[config.mk]
export PLATFORM = sky130hd
export DESIGN_NAME = nwc_entry_check_flat
export DESIGN_NICKNAME = d
export VERILOG_FILES = /design/src/inc/nwc_pkg.sv /design/src/inc/nwc_ent_if.sv /design/src/nwc_entry_check.sv /design/src/flat_wrapper.sv
export SDC_FILE = /design/constraint.sdc
export NUM_CORES = 1
export LEC_CHECK = 0
export BUFFER_PORTS_ARGS = -buffer_cell sky130_fd_sc_hd__buf_4
export CORE_AREA = 2 2 80 82
export DETAILED_ROUTE_END_ITERATION = 6
export DIE_AREA = 0 0 82 84
export PLACE_DENSITY = 0.72
export SLEW_MARGIN = 20
export SYNTH_ARGS = -nofsm -noshare
export SYNTH_HDL_FRONTEND = slang
export SYNTH_SLANG_ARGS = --single-unit
[constraint.sdc]
create_clock -name vclk -period 1.3
set_input_delay 0.26 -clock vclk [all_inputs]
set_output_delay 0.26 -clock vclk [all_outputs]
set_load 0.1 [all_outputs]
[src/inc/nwc_pkg.sv]
// constants, types and decode helpers for the nested walk entry checker
// assumes one clock domain; entries arrive as 64-bit little-endian words
//
// Notes on behaviour
// - permission 010b or 110b is misconfiguration
// - 100b misconfigured unless execute-only supported
// - execute-only support visible as capability output
// - present entry with reserved bit is misconfigured
// - reserved memory type on final entry misconfigures
// - violation only when no misconfiguration
// - not-present entry on the walk violates
// - data read needs read bit everywhere
// - guest table reads count as data reads
// - data write needs write bit everywhere
// - accessed/dirty updates count as data writes
// - fetch needs execute bit everywhere
// - pointer load in three-level mode is walked
// - all-zero permissions means entry not present
// - size bit selects large page or table
// - per-entry checks first, permissions at end
package nwc_pkg;

	localparam int PA_W = 52;
	localparam int GPA_W = 48;
	localparam int PHYS_ADDR_WIDTH = 40;
	localparam logic XO_SUPPORTED = 1'b1;

	localparam int RD_BIT = 0;
	localparam int WR_BIT = 1;
	localparam int EX_BIT = 2;
	localparam int SIZE_BIT = 7;
	localparam int MT_LO = 3;
	localparam int MT_HI = 5;

	localparam logic [1:0] LVL_TOP = 2'h3;
	localparam logic [1:0] LVL_LEAF = 2'h0;

	localparam logic [2:0] PERM_WO = 3'h2;
	localparam logic [2:0] PERM_WX = 3'h6;
	localparam logic [2:0] PERM_XO = 3'h4;
	localparam logic [2:0] PERM_NONE = 3'h0;
	localparam logic [2:0] PERM_RST = 3'h7;

	// address bits from the physical width up to bit 51 are reserved
	localparam logic [63:0] HI_RSVD =
		((64'h0000_0000_0000_0001 << PA_W) - 64'h0000_0000_0000_0001) &
		~((64'h0000_0000_0000_0001 << PHYS_ADDR_WIDTH) - 64'h0000_0000_0000_0001);
	localparam logic [63:0] RSVD_TOP = 64'h0000_0000_0000_00f8;
	localparam logic [63:0] RSVD_TBL = 64'h0000_0000_0000_0078;
	localparam logic [63:0] RSVD_1G = 64'h0000_0000_3fff_f000;
	localparam logic [63:0] RSVD_2M = 64'h0000_0000_001f_f000;

	typedef enum logic [2:0] {
		AC_READ, AC_WRITE, AC_FETCH, AC_GPT_READ, AC_GPT_AD, AC_BASE_LOAD
	} nwc_acc_class_t;

	typedef enum logic [1:0] {AK_NONE, AK_READ, AK_WRITE, AK_FETCH} nwc_acc_kind_t;

	typedef enum logic [1:0] {RS_NONE, RS_PASS, RS_MISCONF, RS_VIOL} nwc_res_t;

	typedef enum logic [2:0] {ST_IDLE, ST_REQ, ST_EVAL, ST_PERM, ST_DONE} nwc_state_t;

	function automatic logic [63:0] nwc_rsvd_mask(input logic [1:0] lvl, input logic leaf);
		logic [63:0] m;
		m = HI_RSVD;
		if (lvl == LVL_TOP) begin
			m = m | RSVD_TOP;
		end else if (lvl == 2'h2) begin
			m = m | (leaf ? RSVD_1G : RSVD_TBL);
		end else if (lvl == 2'h1) begin
			m = m | (leaf ? RSVD_2M : RSVD_TBL);
		end
		return m;
	endfunction : nwc_rsvd_mask

	function automatic logic nwc_mt_rsvd(input logic [2:0] mt);
		return (mt == 3'h2) || (mt == 3'h3) || (mt == 3'h7);
	endfunction : nwc_mt_rsvd

endpackage : nwc_pkg

[src/inc/nwc_ent_if.sv]
// signals between the walk controller and its entry and permission checkers
// assumes all three sit on the same clock; contents are combinational
`timescale 1ns/1ns
`default_nettype none
interface nwc_ent_if;
	import nwc_pkg::*;
	logic [63:0] ent;
	logic [1:0] lvl;
	logic [GPA_W-1:0] gpa;
	logic present;
	logic misconf;
	logic leaf;
	logic [PA_W-1:12] next_base;
	logic [PA_W-1:0] leaf_addr;
	logic [2:0] perm_acc;
	nwc_acc_class_t cls;
	logic denied;
	nwc_acc_kind_t deny_kind;

	modport walk (output ent, lvl, gpa, perm_acc, cls,
		input present, misconf, leaf, next_base, leaf_addr, denied, deny_kind);
	modport chk (input ent, lvl, gpa,
		output present, misconf, leaf, next_base, leaf_addr);
	modport perm (input perm_acc, cls, output denied, deny_kind);
endinterface : nwc_ent_if
`default_nettype wire

[src/nwc_entry_check.sv]
// per-entry presence, configuration and address decode
// assumes the entry and its level are stable for the cycle it is judged
`timescale 1ns/1ns
`default_nettype none
module nwc_entry_check
	import nwc_pkg::*;
(
	nwc_ent_if.chk e // entry under test and its verdict
);
	logic [2:0] p;
	logic [63:0] m;

	assign p = e.ent[EX_BIT:RD_BIT];
	assign e.present = (p != PERM_NONE);
	// bit 7 of the top level is reserved, so it never makes a leaf
	assign e.leaf = (e.lvl == LVL_LEAF) ||
		((e.lvl != LVL_TOP) && e.ent[SIZE_BIT]);
	assign m = nwc_rsvd_mask(e.lvl, e.leaf);

	always_comb begin
		e.misconf = 1'b0;
		if (e.present) begin
			if (p == PERM_WO || p == PERM_WX) begin
				e.misconf = 1'b1;
			end
			if (p == PERM_XO && !XO_SUPPORTED) begin
				e.misconf = 1'b1;
			end
			if ((e.ent & m) != 64'h0000_0000_0000_0000) begin
				e.misconf = 1'b1;
			end
			if (e.leaf && nwc_mt_rsvd(e.ent[MT_HI:MT_LO])) begin
				e.misconf = 1'b1;
			end
		end
	end

	assign e.next_base = e.ent[PA_W-1:12];

	always_comb begin
		unique case (e.lvl)
			2'h2: e.leaf_addr = {e.ent[PA_W-1:30], e.gpa[29:0]};
			2'h1: e.leaf_addr = {e.ent[PA_W-1:21], e.gpa[20:0]};
			default: e.leaf_addr = {e.ent[PA_W-1:12], e.gpa[11:0]};
		endcase
	end
endmodule : nwc_entry_check
`default_nettype wire

[src/flat_wrapper.sv]
// flat-port wrapper written by rule: the top's interface ports become plain ports
module nwc_entry_check_flat import nwc_pkg::*;
  (e_ent, e_lvl, e_gpa, e_present, e_misconf, e_leaf, e_next_base, e_leaf_addr);
  nwc_ent_if e_i ();
  input wire logic [$bits(e_i.ent)-1:0] e_ent;
  input wire logic [$bits(e_i.lvl)-1:0] e_lvl;
  input wire logic [$bits(e_i.gpa)-1:0] e_gpa;
  output wire logic [$bits(e_i.present)-1:0] e_present;
  output wire logic [$bits(e_i.misconf)-1:0] e_misconf;
  output wire logic [$bits(e_i.leaf)-1:0] e_leaf;
  output wire logic [$bits(e_i.next_base)-1:0] e_next_base;
  output wire logic [$bits(e_i.leaf_addr)-1:0] e_leaf_addr;
  assign e_i.ent = e_ent;
  assign e_i.lvl = e_lvl;
  assign e_i.gpa = e_gpa;
  assign e_present = e_i.present;
  assign e_misconf = e_i.misconf;
  assign e_leaf = e_i.leaf;
  assign e_next_base = e_i.next_base;
  assign e_leaf_addr = e_i.leaf_addr;
  nwc_entry_check u_core (.e(e_i));
endmodule
==> results.py <==
metrics = {
    "power_and_ir_drop": {
        "p_leak_nw": 1.25,
        "p_per_area_nw_per_um2": 820,
        "ir_drop_uv": 400,
    },
    "global_routing": {
        "first_global_vias": 1279,
        "grt_pass1_wl_mm": 6.09,
        "grt_max_degree": 10,
        "antenna_found_initial": 0,
        "grt-ovfl-total": 0,
        "grt_usage_pct": 11.1,
    },
    "route": {
        "drt.antenna.violating_nets": 0,
        "via_count": 1240,
        "wl_per_cell_um": 13.3,
        "first_pass_iters": 4,
        "vias_per_cell": 3.96,
        "drc_errors": 0,
        "routed_wl_mm": 4.15,
        "drtIter0Drc": 24,
    },
    "status": {
        "violations": "negative setup slack",
        "status": "finished with violations",
    },
    "place": {
        "place_congestion": 0.652,
        "dpl.cell_count": 307,
        "dp_hpwl_mm": 3.41,
        "port_buffers": 121,
    },
    "synthesis": {
        "synth_cells": 152,
        "yosysTopAreaCell": "buf_4",
        "yosysMostFrequentCell": "buf_4",
        "netlist_top_cells_count": "buf_4, inv_1, nand2_1, a22o_1, o21ai_0",
        "syn_area_um2": 1000,
        "ys_warn_count": 0,
        "synthDistinctLibCells": 24,
        "syn_avg_cell_area_um2": 6.59,
        "ys_top_cells_by_area": "buf_4, a22o_1, ha_1",
        "synth-seq-area-share_pct": 0,
        "syn_nets": 270,
        "yosysTopAreaCellShare_pct": 55.5,
    },
    "worst_setup_path": {
        "arrival_ns": 1.46,
        "critPathRequiredTime_ns": 1.04,
        "end_kind": "output port",
        "path_max_fanout": 4,
        "critPathKind": "primary input to output port",
        "start_kind": "primary input",
    },
    "layout": {
        "fin_util_pct": 41.1,
        "clock_buffers": 0,
        "seq_cells": 0,
        "seq_area_um2": 0,
        "antenna_cells": 0,
        "fill_cells": 591,
        "layout.cells.non_filler": 313,
        "syn_to_final_growth_pct": 150,
        "final_net_count": 356,
        "drive_gt1_share_pct": 89.0,
    },
    "timing": {
        "fmax_ghz": 0.583,
        "slew_violations": 0,
        "min_period_ns": 1.72,
        "final.setup.worst_slack_ns": -0.417,
        "report.final.setup_viol": 20,
        "grt_setup_unrepaired": "true",
        "fin_crit_sh_pct": 132,
        "setup_tns_ns": -6.50,
        "worst_pin_slew_ns": 0.274,
        "hold_viol": 0,
        "maxSlewHeadroom_pct": 81.7,
    },
    "hold_path": {
        "hold_path_class": "primary input to output port",
    },
    "floorplan": {
        "num_rows": 29,
        "ios": 209,
        "core_um2": 6100,
        "die_w_um": 82,
        "initial_core_util_pct": 16.4,
        "die_area_um2": 6890,
        "fp.dieH_um": 84,
    },
    "job": {
        "drv_cap": 0,
    },
}
worst max-delay path, stage by stage:
cell	delay (ns)
buf_12	0.10
buf_6	0.10
ha_4	0.17
inv_2	0.05
a21o_4	0.21
a311oi_4	0.24
a31oi_4	0.14
buf_12	0.18
area by class of cell:
| type | count | area, µm² | share of cell area (%) |
|---|---|---|---|
| timing repair buffer | 161 | 1550 | 61.8 |
| multi-input combinational | 62 | 787 | 31.4 |
| tap | 77 | 96.3 | 3.85 |
| inverter | 13 | 73.8 | 2.95 |
cells by family after synthesis:
group,Yosys count,share of synthesized area [%]
buffers and inverters,91,62.1
AOI/OAI and AO/OA,23,16.1
and+or+nand+nor,34,16.8
adders and majority gates,4,5.00
where the power goes:
group	internal [mW]	leakage (nW)	switching, mW
Sequential	0	0	0
Clock	0	0	0
Combinational	0.714	1.25	1.34
Total	0.714	1.25	1.34
layout by cell type, fill, tap and decap left out, drive strengths merged:
cell type,instances
nor3,4
or4,1
o21ai,9
nand2,11
o31ai,1
nand2b,3
a21o,1
a31oi,1
and2,2
nor2,4
inv,13
nand3,3
a22o,9
a22oi,1
ha,4
nor4,5
nand4,1
nor2b,1
a311oi,1
buf,161
per-layer routing:
metal	GRT usage, %	share of wire [%]	up-vias
li1	-	-	598
met1	11.9	30	569
met2	22.6	58	69
met3	1.19	11	4
met4	1.21	0.60	0
met5	0	0	-
final timing paths:
| kind | startpoint | endpoint | slack [ns] | cells after the start |
|---|---|---|---|---|
| setup / recovery | e_lvl[0] | e_misconf | -0.42 | 8 |
| hold / removal | e_gpa[0] | e_leaf_addr[0] | 0.52 | 0 |
per-stage QoR:
step / setup WS (ns) / cell area (µm²) / hold WS (ns) / power (mW)
2_1_floorplan: -0.528 / 1380 / 0.732 / 1.84
3_3_place_gp: -0.667 / 2040 / 0.521 / 1.75
3_5_place_dp: -0.679 / 2040 / 0.521 / 1.76
4_1_cts: -0.407 / 2490 / 0.521 / 2.05
5_1_grt: -0.464 / 2500 / 0.520 / 2.12
6_report: -0.417 / 2500 / 0.520 / 2.05
repair_timing:
item                       in CTS  in global routing
gates cloned                    2                  0
pin swaps                       5                  8
setup endpoints to repair      20                 20
buffers inserted                4                  0
gates resized for setup        85                  3
hold buffers                    0                  0
(Power assumes the default switching activity.)
